**config.mk**
```make
export PLATFORM = sky130hd
export DESIGN_NAME = dcr_config_regs
export DESIGN_NICKNAME = d
export VERILOG_FILES = /design/src/hdl/dcr_pkg.sv /design/src/hdl/dcr_bus_if.sv /design/src/hdl/dcr_ahb_slave.sv /design/src/hdl/dcr_config_regs.sv
export SDC_FILE = /design/constraint.sdc
export NUM_CORES = 1
export LEC_CHECK = 0
export ABC_CLOCK_PERIOD_IN_PS = 6100
export BUFFER_PORTS_ARGS = -buffer_cell sky130_fd_sc_hd__buf_4
export CELL_PAD_IN_SITES_DETAIL_PLACEMENT = 0
export CELL_PAD_IN_SITES_GLOBAL_PLACEMENT = 1
export CORE_ASPECT_RATIO = 0.7
export CORE_MARGIN = 3
export CORE_UTILIZATION = 40
export CTS_BUF_LIST = sky130_fd_sc_hd__clkbuf_8 sky130_fd_sc_hd__clkbuf_16
export CTS_CLUSTER_SIZE = 40
export DETAILED_ROUTE_END_ITERATION = 6
export HOLD_SLACK_MARGIN = 0.08
export PLACE_DENSITY = 0.73
export SLEW_MARGIN = 40
export SYNTH_ARGS = -nofsm -noshare
export SYNTH_HDL_FRONTEND = slang
export SYNTH_HIERARCHICAL = 1
export SYNTH_SLANG_ARGS = --single-unit
```
**constraint.sdc**
```tcl
create_clock -name sys_clk -period 6.1 [get_ports sys_clk]
set_clock_uncertainty 0.2 [all_clocks]
set_input_delay 1.525 -clock sys_clk [delete_from_list [all_inputs] [get_ports sys_clk]]
set_output_delay 1.525 -clock sys_clk [all_outputs]
set_load 0.01 [all_outputs]
```
**src/hdl/dcr_pkg.sv**
```systemverilog
// constants and types shared by the downconverter configuration registers
package dcr_pkg;

    // ****************************************
    // register map
    // ****************************************
    localparam int DCR_NUM_REGS = 13;
    localparam int DCR_R_SRC    = 0;
    localparam int DCR_R_DEC    = 1;
    localparam int DCR_R_GAIN   = 2;
    localparam int DCR_R_P0IQ   = 3;
    localparam int DCR_R_OSC0   = 4;
    localparam int DCR_R_P1IQ   = 8;
    localparam int DCR_R_OSC1   = 9;

    localparam logic [7:0] DCR_REG_IDX [DCR_NUM_REGS] = '{
        8'h24, 8'h25, 8'h26, 8'h27, 8'h2A, 8'h2B, 8'h2C, 8'h2D,
        8'h2E, 8'h31, 8'h32, 8'h33, 8'h34};
    // writable bits, reserved bits hold zero
    localparam logic [7:0] DCR_REG_MASK [DCR_NUM_REGS] = '{
        8'h1A, 8'hF8, 8'hEE, 8'h18, 8'hFF, 8'hFF, 8'hFF, 8'hFF,
        8'h18, 8'hFF, 8'hFF, 8'hFF, 8'hFF};
    localparam logic [7:0] DCR_REG_RESET = 8'h00;

    // ****************************************
    // field positions
    // ****************************************
    localparam int DCR_BIT_DOWNCONVERTER_ENABLE   = 1;
    localparam int DCR_SEL_LSB      = 3;
    localparam int DCR_SEL_W        = 2;
    localparam int DCR_BIT_MUX_EN   = 7;
    localparam int DCR_DEC_LSB      = 4;
    localparam int DCR_DEC_W        = 3;
    localparam int DCR_BIT_MODE     = 3;
    localparam int DCR_GAIN0_LSB    = 6;
    localparam int DCR_GAIN1_LSB    = 2;
    localparam int DCR_GAIN_W       = 2;
    localparam int DCR_BIT_OSC0_RST = 5;
    localparam int DCR_BIT_OSC1_RST = 1;
    localparam int DCR_BIT_IQ_SWAP  = 4;
    localparam int DCR_BIT_QUAD_DEL = 3;

    // ****************************************
    // encodings
    // ****************************************
    localparam logic [1:0] DCR_GAIN_6DB   = 2'h2;
    localparam logic [2:0] DCR_DEC_MAX    = 3'h5;
    localparam logic [5:0] DCR_RATIO_NONE = 6'h01;
    localparam logic [1:0] DCR_SEL_SPLIT  = 2'h0;
    localparam logic [1:0] DCR_SEL_ALL_A  = 2'h1;
    localparam logic [1:0] DCR_SEL_ALL_B  = 2'h2;

    typedef enum logic [1:0] {
        DCR_SRC_A   = 2'h0,
        DCR_SRC_B   = 2'h1,
        DCR_SRC_AVG = 2'h2
    } dcr_src_e;

    // ****************************************
    // bus
    // ****************************************
    localparam int         DCR_DATA_W     = 32;
    localparam int         DCR_IDX_LSB    = 2;
    localparam int         DCR_IDX_W      = 8;
    localparam logic [2:0] DCR_HSIZE_WORD = 3'h2;
    localparam logic       DCR_HRESP_OKAY = 1'b0;
    localparam logic [7:0] DCR_IDX_NONE   = 8'hFF;

endpackage : dcr_pkg

```
**src/hdl/dcr_bus_if.sv**
```systemverilog
// register access strobes between the bus slave and the register bank
`timescale 1ns/1ps
interface dcr_bus_if;
    logic        wrStb;
    logic [7:0]  idx;
    logic [31:0] wdata;
    logic [31:0] rdata;
    modport slave (output wrStb, output idx, output wdata, input rdata);
    modport regs  (input wrStb, input idx, input wdata, output rdata);
endinterface : dcr_bus_if

```
**src/hdl/dcr_ahb_slave.sv**
```systemverilog
// AHB-Lite slave front end: zero-wait writes, one wait state on reads
`timescale 1ns/1ps
module dcr_ahb_slave (
    input  wire logic        sys_clk,
    input  wire logic        rstn,
    input  wire logic        hsel,
    input  wire logic [31:0] haddr,
    input  wire logic [1:0]  htrans,
    input  wire logic        hwrite,
    input  wire logic [2:0]  hsize,
    input  wire logic [31:0] hwdata,
    input  wire logic        hready,
    output logic             hreadyout,
    output logic [31:0]      hrdata,
    output logic             hresp,
    dcr_bus_if.slave         bus
);
    import dcr_pkg::*;

    logic                 wrPend_reg;
    logic                 rdPend_reg;
    logic [DCR_IDX_W-1:0] idx_reg;

    // ****************************************
    // address phase decode
    // ****************************************
    wire addrTake   = hsel & htrans[1] & hready;
    wire addrMapped = (haddr[31:DCR_IDX_LSB+DCR_IDX_W] == '0);
    wire wordSize   = (hsize == DCR_HSIZE_WORD);
    wire [DCR_IDX_W-1:0] idxNext = addrMapped ? haddr[DCR_IDX_LSB +: DCR_IDX_W] : DCR_IDX_NONE;

    assign bus.wrStb = wrPend_reg;
    assign bus.idx   = idx_reg;
    assign bus.wdata = hwdata;

    // ****************************************
    // data phase
    // ****************************************
    always_ff @(posedge sys_clk or negedge rstn) begin
        if (!rstn) begin
            wrPend_reg <= 1'b0;
            rdPend_reg <= 1'b0;
            idx_reg    <= DCR_IDX_NONE;
            hreadyout  <= 1'b1;
        end else if (addrTake) begin
            wrPend_reg <= hwrite & wordSize;
            rdPend_reg <= ~hwrite;
            idx_reg    <= idxNext;
            hreadyout  <= hwrite;
        end else begin
            wrPend_reg <= 1'b0;
            rdPend_reg <= 1'b0;
            hreadyout  <= 1'b1;
        end
    end

    // read data is sampled in the wait cycle, after any earlier write landed
    always_ff @(posedge sys_clk or negedge rstn) begin
        if (!rstn) begin
            hrdata <= 32'h0000_0000;
            hresp  <= DCR_HRESP_OKAY;
        end else begin
            hresp <= DCR_HRESP_OKAY;
            if (rdPend_reg) begin
                hrdata <= bus.rdata;
            end
        end
    end

endmodule : dcr_ahb_slave

```
**src/hdl/dcr_config_regs.sv**
```systemverilog
// configuration register bank for the two downconverter paths
// Operation
// - source selection acts only while the source mux enable bit is set
// - decimation ratio field codes 000..101 give ratios 1,2,4,8,16,32
// - mode bit is shared by both paths: 0 complex, 1 real
// - path0 gain code 10 adds 6 dB, 00 adds nothing
// - path1 gain code 10 adds 6 dB, 00 adds nothing
// - toggling osc0 reset bit resets path0 phase and loads osc0 word
// - toggling osc1 reset bit resets path1 phase and loads osc1 word
// - path0 swap bit swaps I and Q output order of path0
// - path0 delay bit delays path0 quadrature output by one sample
// - path1 swap bit swaps I and Q output order of path1
// - path1 delay bit delays path1 quadrature output by one sample
// - osc0 word assembled from four byte registers, low byte first
// - osc1 word assembled from four byte registers, low byte first
// - select 00 split, 01 A to both, 10 B to both, 11 average
// - downconverter enable bit turns both paths on or off
//
// Local design decision: the AHB-Lite register port.
`timescale 1ns/1ps
module dcr_config_regs (
    input  wire logic              sys_clk,
    input  wire logic              resetn,
    input  wire logic              hsel,
    input  wire logic [31:0]       haddr,
    input  wire logic [1:0]        htrans,
    input  wire logic              hwrite,
    input  wire logic [2:0]        hsize,
    input  wire logic [31:0]       hwdata,
    input  wire logic              hready,
    output logic                   hreadyout,
    output logic [31:0]            hrdata,
    output logic                   hresp,
    output logic                   downconverterEnable,
    output dcr_pkg::dcr_src_e      path0Source,
    output dcr_pkg::dcr_src_e      path1Source,
    output logic [5:0]             decimationRatio,
    output logic                   downconverterMode,
    output logic                   path0GainBoost,
    output logic                   path1GainBoost,
    output logic                   osc0PhaseReset,
    output logic [31:0]            osc0FreqWord,
    output logic                   osc1PhaseReset,
    output logic [31:0]            osc1FreqWord,
    output logic                   path0IqSwap,
    output logic                   path0QuadDelay,
    output logic                   path1IqSwap,
    output logic                   path1QuadDelay
);
    import dcr_pkg::*;

    // ****************************************
    // reset release
    // ****************************************
    logic rstSync1_reg;
    logic rstSync2_reg;
    wire  rstn = rstSync2_reg;

    always_ff @(posedge sys_clk or negedge resetn) begin
        if (!resetn) begin
            rstSync1_reg <= 1'b0;
            rstSync2_reg <= 1'b0;
        end else begin
            rstSync1_reg <= 1'b1;
            rstSync2_reg <= rstSync1_reg;
        end
    end

    // ****************************************
    // bus slave
    // ****************************************
    dcr_bus_if regBus ();

    dcr_ahb_slave u_slave (
        .sys_clk   (sys_clk),
        .rstn      (rstn),
        .hsel      (hsel),
        .haddr     (haddr),
        .htrans    (htrans),
        .hwrite    (hwrite),
        .hsize     (hsize),
        .hwdata    (hwdata),
        .hready    (hready),
        .hreadyout (hreadyout),
        .hrdata    (hrdata),
        .hresp     (hresp),
        .bus       (regBus)
    );

    // ****************************************
    // register file
    // ****************************************
    logic [7:0]        regVal  [DCR_NUM_REGS];
    logic [7:0]        rdChain [DCR_NUM_REGS+1];
    logic [DCR_NUM_REGS-1:0] regHit;

    assign rdChain[0] = 8'h00;

    generate
        for (genvar i = 0; i < DCR_NUM_REGS; i++) begin : g_reg
            assign regHit[i]    = (regBus.idx == DCR_REG_IDX[i]);
            assign rdChain[i+1] = rdChain[i] | (regHit[i] ? regVal[i] : 8'h00);

            // reserved bits are dropped on write and read back as zero
            always_ff @(posedge sys_clk or negedge rstn) begin
                if (!rstn) begin
                    regVal[i] <= DCR_REG_RESET;
                end else if (regBus.wrStb && regHit[i]) begin
                    regVal[i] <= regBus.wdata[7:0] & DCR_REG_MASK[i];
                end
            end
        end
    endgenerate

    // unmapped indices fall through the chain and read as zero
    assign regBus.rdata = {{(DCR_DATA_W-8){1'b0}}, rdChain[DCR_NUM_REGS]};

    // ****************************************
    // field extraction
    // ****************************************
    wire                 enBit     = regVal[DCR_R_SRC][DCR_BIT_DOWNCONVERTER_ENABLE];
    wire [DCR_SEL_W-1:0] selField  = regVal[DCR_R_SRC][DCR_SEL_LSB +: DCR_SEL_W];
    wire                 muxEn     = regVal[DCR_R_DEC][DCR_BIT_MUX_EN];
    wire [DCR_DEC_W-1:0] decField  = regVal[DCR_R_DEC][DCR_DEC_LSB +: DCR_DEC_W];
    wire                 modeBit   = regVal[DCR_R_DEC][DCR_BIT_MODE];
    wire [DCR_GAIN_W-1:0] gain0    = regVal[DCR_R_GAIN][DCR_GAIN0_LSB +: DCR_GAIN_W];
    wire [DCR_GAIN_W-1:0] gain1    = regVal[DCR_R_GAIN][DCR_GAIN1_LSB +: DCR_GAIN_W];
    wire                 osc0Bit   = regVal[DCR_R_GAIN][DCR_BIT_OSC0_RST];
    wire                 osc1Bit   = regVal[DCR_R_GAIN][DCR_BIT_OSC1_RST];
    wire                 swap0Bit  = regVal[DCR_R_P0IQ][DCR_BIT_IQ_SWAP];
    wire                 delay0Bit = regVal[DCR_R_P0IQ][DCR_BIT_QUAD_DEL];
    wire                 swap1Bit  = regVal[DCR_R_P1IQ][DCR_BIT_IQ_SWAP];
    wire                 delay1Bit = regVal[DCR_R_P1IQ][DCR_BIT_QUAD_DEL];

    // frequency words, byte 3 is the most significant
    wire [31:0] osc0WordRaw = {regVal[DCR_R_OSC0+3], regVal[DCR_R_OSC0+2],
                               regVal[DCR_R_OSC0+1], regVal[DCR_R_OSC0]};
    wire [31:0] osc1WordRaw = {regVal[DCR_R_OSC1+3], regVal[DCR_R_OSC1+2],
                               regVal[DCR_R_OSC1+1], regVal[DCR_R_OSC1]};

    // ****************************************
    // derived controls
    // ****************************************
    // a disabled mux falls back to the straight split routing
    wire [DCR_SEL_W-1:0] selEff = muxEn ? selField : DCR_SEL_SPLIT;

    wire dcr_src_e p0SrcNext = (selEff == DCR_SEL_SPLIT) ? DCR_SRC_A :
                               (selEff == DCR_SEL_ALL_A) ? DCR_SRC_A :
                               (selEff == DCR_SEL_ALL_B) ? DCR_SRC_B :
                                                           DCR_SRC_AVG;
    wire dcr_src_e p1SrcNext = (selEff == DCR_SEL_SPLIT) ? DCR_SRC_B :
                               (selEff == DCR_SEL_ALL_A) ? DCR_SRC_A :
                               (selEff == DCR_SEL_ALL_B) ? DCR_SRC_B :
                                                           DCR_SRC_AVG;

    // codes above the last ratio act as no decimation
    wire [5:0] ratioNext = (decField <= DCR_DEC_MAX) ?
                           (DCR_RATIO_NONE << decField) : DCR_RATIO_NONE;

    wire gain0Next = (gain0 == DCR_GAIN_6DB);
    wire gain1Next = (gain1 == DCR_GAIN_6DB);

    // ****************************************
    // oscillator reset on toggle
    // ****************************************
    logic osc0Prev_reg;
    logic osc1Prev_reg;

    wire osc0Toggle = osc0Bit ^ osc0Prev_reg;
    wire osc1Toggle = osc1Bit ^ osc1Prev_reg;

    always_ff @(posedge sys_clk or negedge rstn) begin
        if (!rstn) begin
            osc0Prev_reg   <= 1'b0;
            osc1Prev_reg   <= 1'b0;
            osc0PhaseReset <= 1'b0;
            osc1PhaseReset <= 1'b0;
        end else begin
            osc0Prev_reg   <= osc0Bit;
            osc1Prev_reg   <= osc1Bit;
            osc0PhaseReset <= osc0Toggle;
            osc1PhaseReset <= osc1Toggle;
        end
    end

    // the word in use changes only on a toggle, later byte writes wait
    always_ff @(posedge sys_clk or negedge rstn) begin
        if (!rstn) begin
            osc0FreqWord <= 32'h0000_0000;
            osc1FreqWord <= 32'h0000_0000;
        end else begin
            if (osc0Toggle) begin
                osc0FreqWord <= osc0WordRaw;
            end
            if (osc1Toggle) begin
                osc1FreqWord <= osc1WordRaw;
            end
        end
    end

    // ****************************************
    // path controls
    // ****************************************
    always_ff @(posedge sys_clk or negedge rstn) begin
        if (!rstn) begin
            downconverterEnable <= 1'b0;
            path0Source         <= DCR_SRC_A;
            path1Source         <= DCR_SRC_B;
            decimationRatio     <= DCR_RATIO_NONE;
            downconverterMode   <= 1'b0;
        end else begin
            downconverterEnable <= enBit;
            path0Source         <= p0SrcNext;
            path1Source         <= p1SrcNext;
            decimationRatio     <= ratioNext;
            downconverterMode   <= modeBit;
        end
    end

    always_ff @(posedge sys_clk or negedge rstn) begin
        if (!rstn) begin
            path0GainBoost <= 1'b0;
            path1GainBoost <= 1'b0;
            path0IqSwap    <= 1'b0;
            path0QuadDelay <= 1'b0;
            path1IqSwap    <= 1'b0;
            path1QuadDelay <= 1'b0;
        end else begin
            path0GainBoost <= gain0Next;
            path1GainBoost <= gain1Next;
            path0IqSwap    <= swap0Bit;
            path0QuadDelay <= delay0Bit;
            path1IqSwap    <= swap1Bit;
            path1QuadDelay <= delay1Bit;
        end
    end
endmodule : dcr_config_regs

```
==> run_results.csv <==
group,metric,value,unit
floorplan,row_count,45,
power,vdd_drop_max,0.1665,mV
timing,hold_viol_final,0,
placement,pre_cts_ws,3234,ps
timing,timing.fmax,340.6,MHz
clock_tree,cts_root_buf,"clkbuf_16",
synth,synthCells,638,
drt,num_vias,5874,
layout,final_common_cell,"dfrtp_1",
setup_path,cp-end-kind,"register",
clock_tree,cts.sinks,212,
global_route,grt_usage,18.68,%
power,combPwrFrac,7.1,%
clock_tree,clock_path_buffers,3,
setup_path,cp_slowest_cell,"dfstp_2",
global_route,grt_pass1_wl,35090,um
drt,drt_wl_total,22630,um
floorplan,fp.coreArea,21790,um2
setup_path,crit_chain,"nor2b_2 -> nand2_1 -> nor2_1 -> mux2_2",
drt,wl_met1,10840,um
global_route,first_global_vias,6070,
drt,final_antenna_net_count,0,
worst_hold_path,hold_depth,0,
drt,drt-wirelength-per-cell,20.41,um
floorplan,die_w,184.6,um
setup_path,reg2reg_depth,4,
placement,dp_hpwl,15970,um
floorplan,initial_core_util,41.01,%
layout,final_net_count,886,
power,p_sw,0.0006796,W
worst_hold_path,hp-class,"register to register",
layout,mostFrequentLayoutCells,"dfrtp_1 (200), mux2_2 (176), buf_4 (168), nor2_1 (28), conb_1 (26)",
timing,final.min_clock_period,2936,ps
drt,top_layer,"met4",
power,p_leak,5.589,nW
synth,synth-warning-count,6,
clock_tree,path_clk_slew,60,ps
timing,min_period_over_period,48.13,%
synth,netlist_area,8936,um2
clock_tree,cts_max_level,1,
timing,rsz0062_at_grt,"false",
floorplan,die_area,24200,um2
layout,diodes,0,
floorplan,ios,192,
setup_path,start_kind,"register",
clock_tree,tritoncts,"yes",
drt,wl_met3,1483,um
layout,area_growth,25.17,%
drt,wl_met2,9993,um
power,power.share.clock,43.2,%
drt,vias_per_cell,5.297,
run_status,outcome,"complete, no violations",
power,swShare,22.52,%
setup_path,cp_max_fo,25,
layout,drive_gt1_share,49.94,%
floorplan,die_h,131.1,um
power,p_int,0.002339,W
clock_tree,hold_buffers,1,
setup_path,cp.arrival,3130,ps
global_route,antenna_found_initial,0,
timing,worst_slew_pin_slew,709.0,ps
clock_tree,cts_setup_buffers,0,
clock_tree,clock_latency,510,ps
placement,port_buffers,163,
drt,drtIter0Drc,342,
setup_path,path_class,"register to register",
placement,gp_congestion,0.8381,
timing,setup_slack,3164,ps
drt,first_pass_iters,5,
timing,timing.setup.tns,0,ps
global_route,grt_max_degree,106,
timing,drv_slew,0,
run,drv_cap,0,
power,seqPwrFrac,49.7,%
setup_path,required,6290,ps
setup_path,critPathMaxStageDelay,880,ps
synth,syn_area_per_cell,14.01,um2
global_route,grt-ovfl-total,0,
clock_tree,cts_made_buffers,22,
timing,setup_viol,0,
drt,drc,0,
timing,slew_headroom,52.73,%
power,cellPowerDensity,269.8,nW/um2
clock_tree,post_cts_resized,0,
-- power groups by stage --
stage	Sequential (W)	Combinational [W]	Clock (W)
finish	0.00150	0.000216	0.00130
global route	0.00151	0.000237	0.00140
CTS	0.00150	0.000221	0.00134
detailed placement	0.00153	0.000220	0
global placement	0.00152	0.000212	0
floorplan	0.00155	0.0000690	0
-- per-stage QoR --
stage          cells  instance area (um2)  power, W  hold WS (ps)  util [%]
2_1_floorplan    661                 9024  0.001622         131.1         -
3_3_place_gp    1068                10430  0.001732        -85.50     47.88
3_5_place_dp    1069                10460  0.001746        -80.44     48.02
4_1_cts         1109                11190  0.003063         158.6     51.34
5_1_grt         1109                11190  0.003139         159.6     51.34
6_report        1109                11190  0.003018         154.1     51.34
-- per-layer routing --
metal  vias up  GRT usage (%)
li1       2623              -
met1      3023          28.01
met5         -              0
met4         0          3.219
met2       200          29.09
met3        28          3.365
-- layout make-up --
type | instances | area (um2)
clock inverters | 12 | 92.59
clock buffers | 27 | 619.3
well taps | 282 | 352.8
repair buffers | 171 | 1319
flip-flops and latches | 212 | 5323
multi-input cells | 395 | 3442
inverters | 10 | 37.54
fillers | 1921 | 10600
-- path summary, 6_finish.rpt --
path	slack, ps	endpoint	start
max	3160	gain0[1]$_DFFE_PN0P_	u_slave/bus.idx[1]$_DFFE_PN1P_
min	150	rstSync2_reg$_DFF_PN0_	rstSync1_reg$_DFF_PN0_
max reg2reg	3160	gain0[1]$_DFFE_PN0P_	u_slave/bus.idx[1]$_DFFE_PN1P_
min reg2reg	150	rstSync2_reg$_DFF_PN0_	rstSync1_reg$_DFF_PN0_
max in group asynchronous	4630	osc0WordRaw[21]$_DFFE_PN0P_	rstSync2_reg$_DFF_PN0_
min in group asynchronous	180	osc1FreqWord[20]$_DFFE_PN0P_	rstSync2_reg$_DFF_PN0_
-- worst max-delay path, delay by kind of cell, from the launching register on --
kind             cells  cell delay [ps]
multiplexers         1              400
AND/OR/NAND/NOR      3             1330
flip-flops           1              880
No activity file was read; power rests on OpenSTA's default activity.
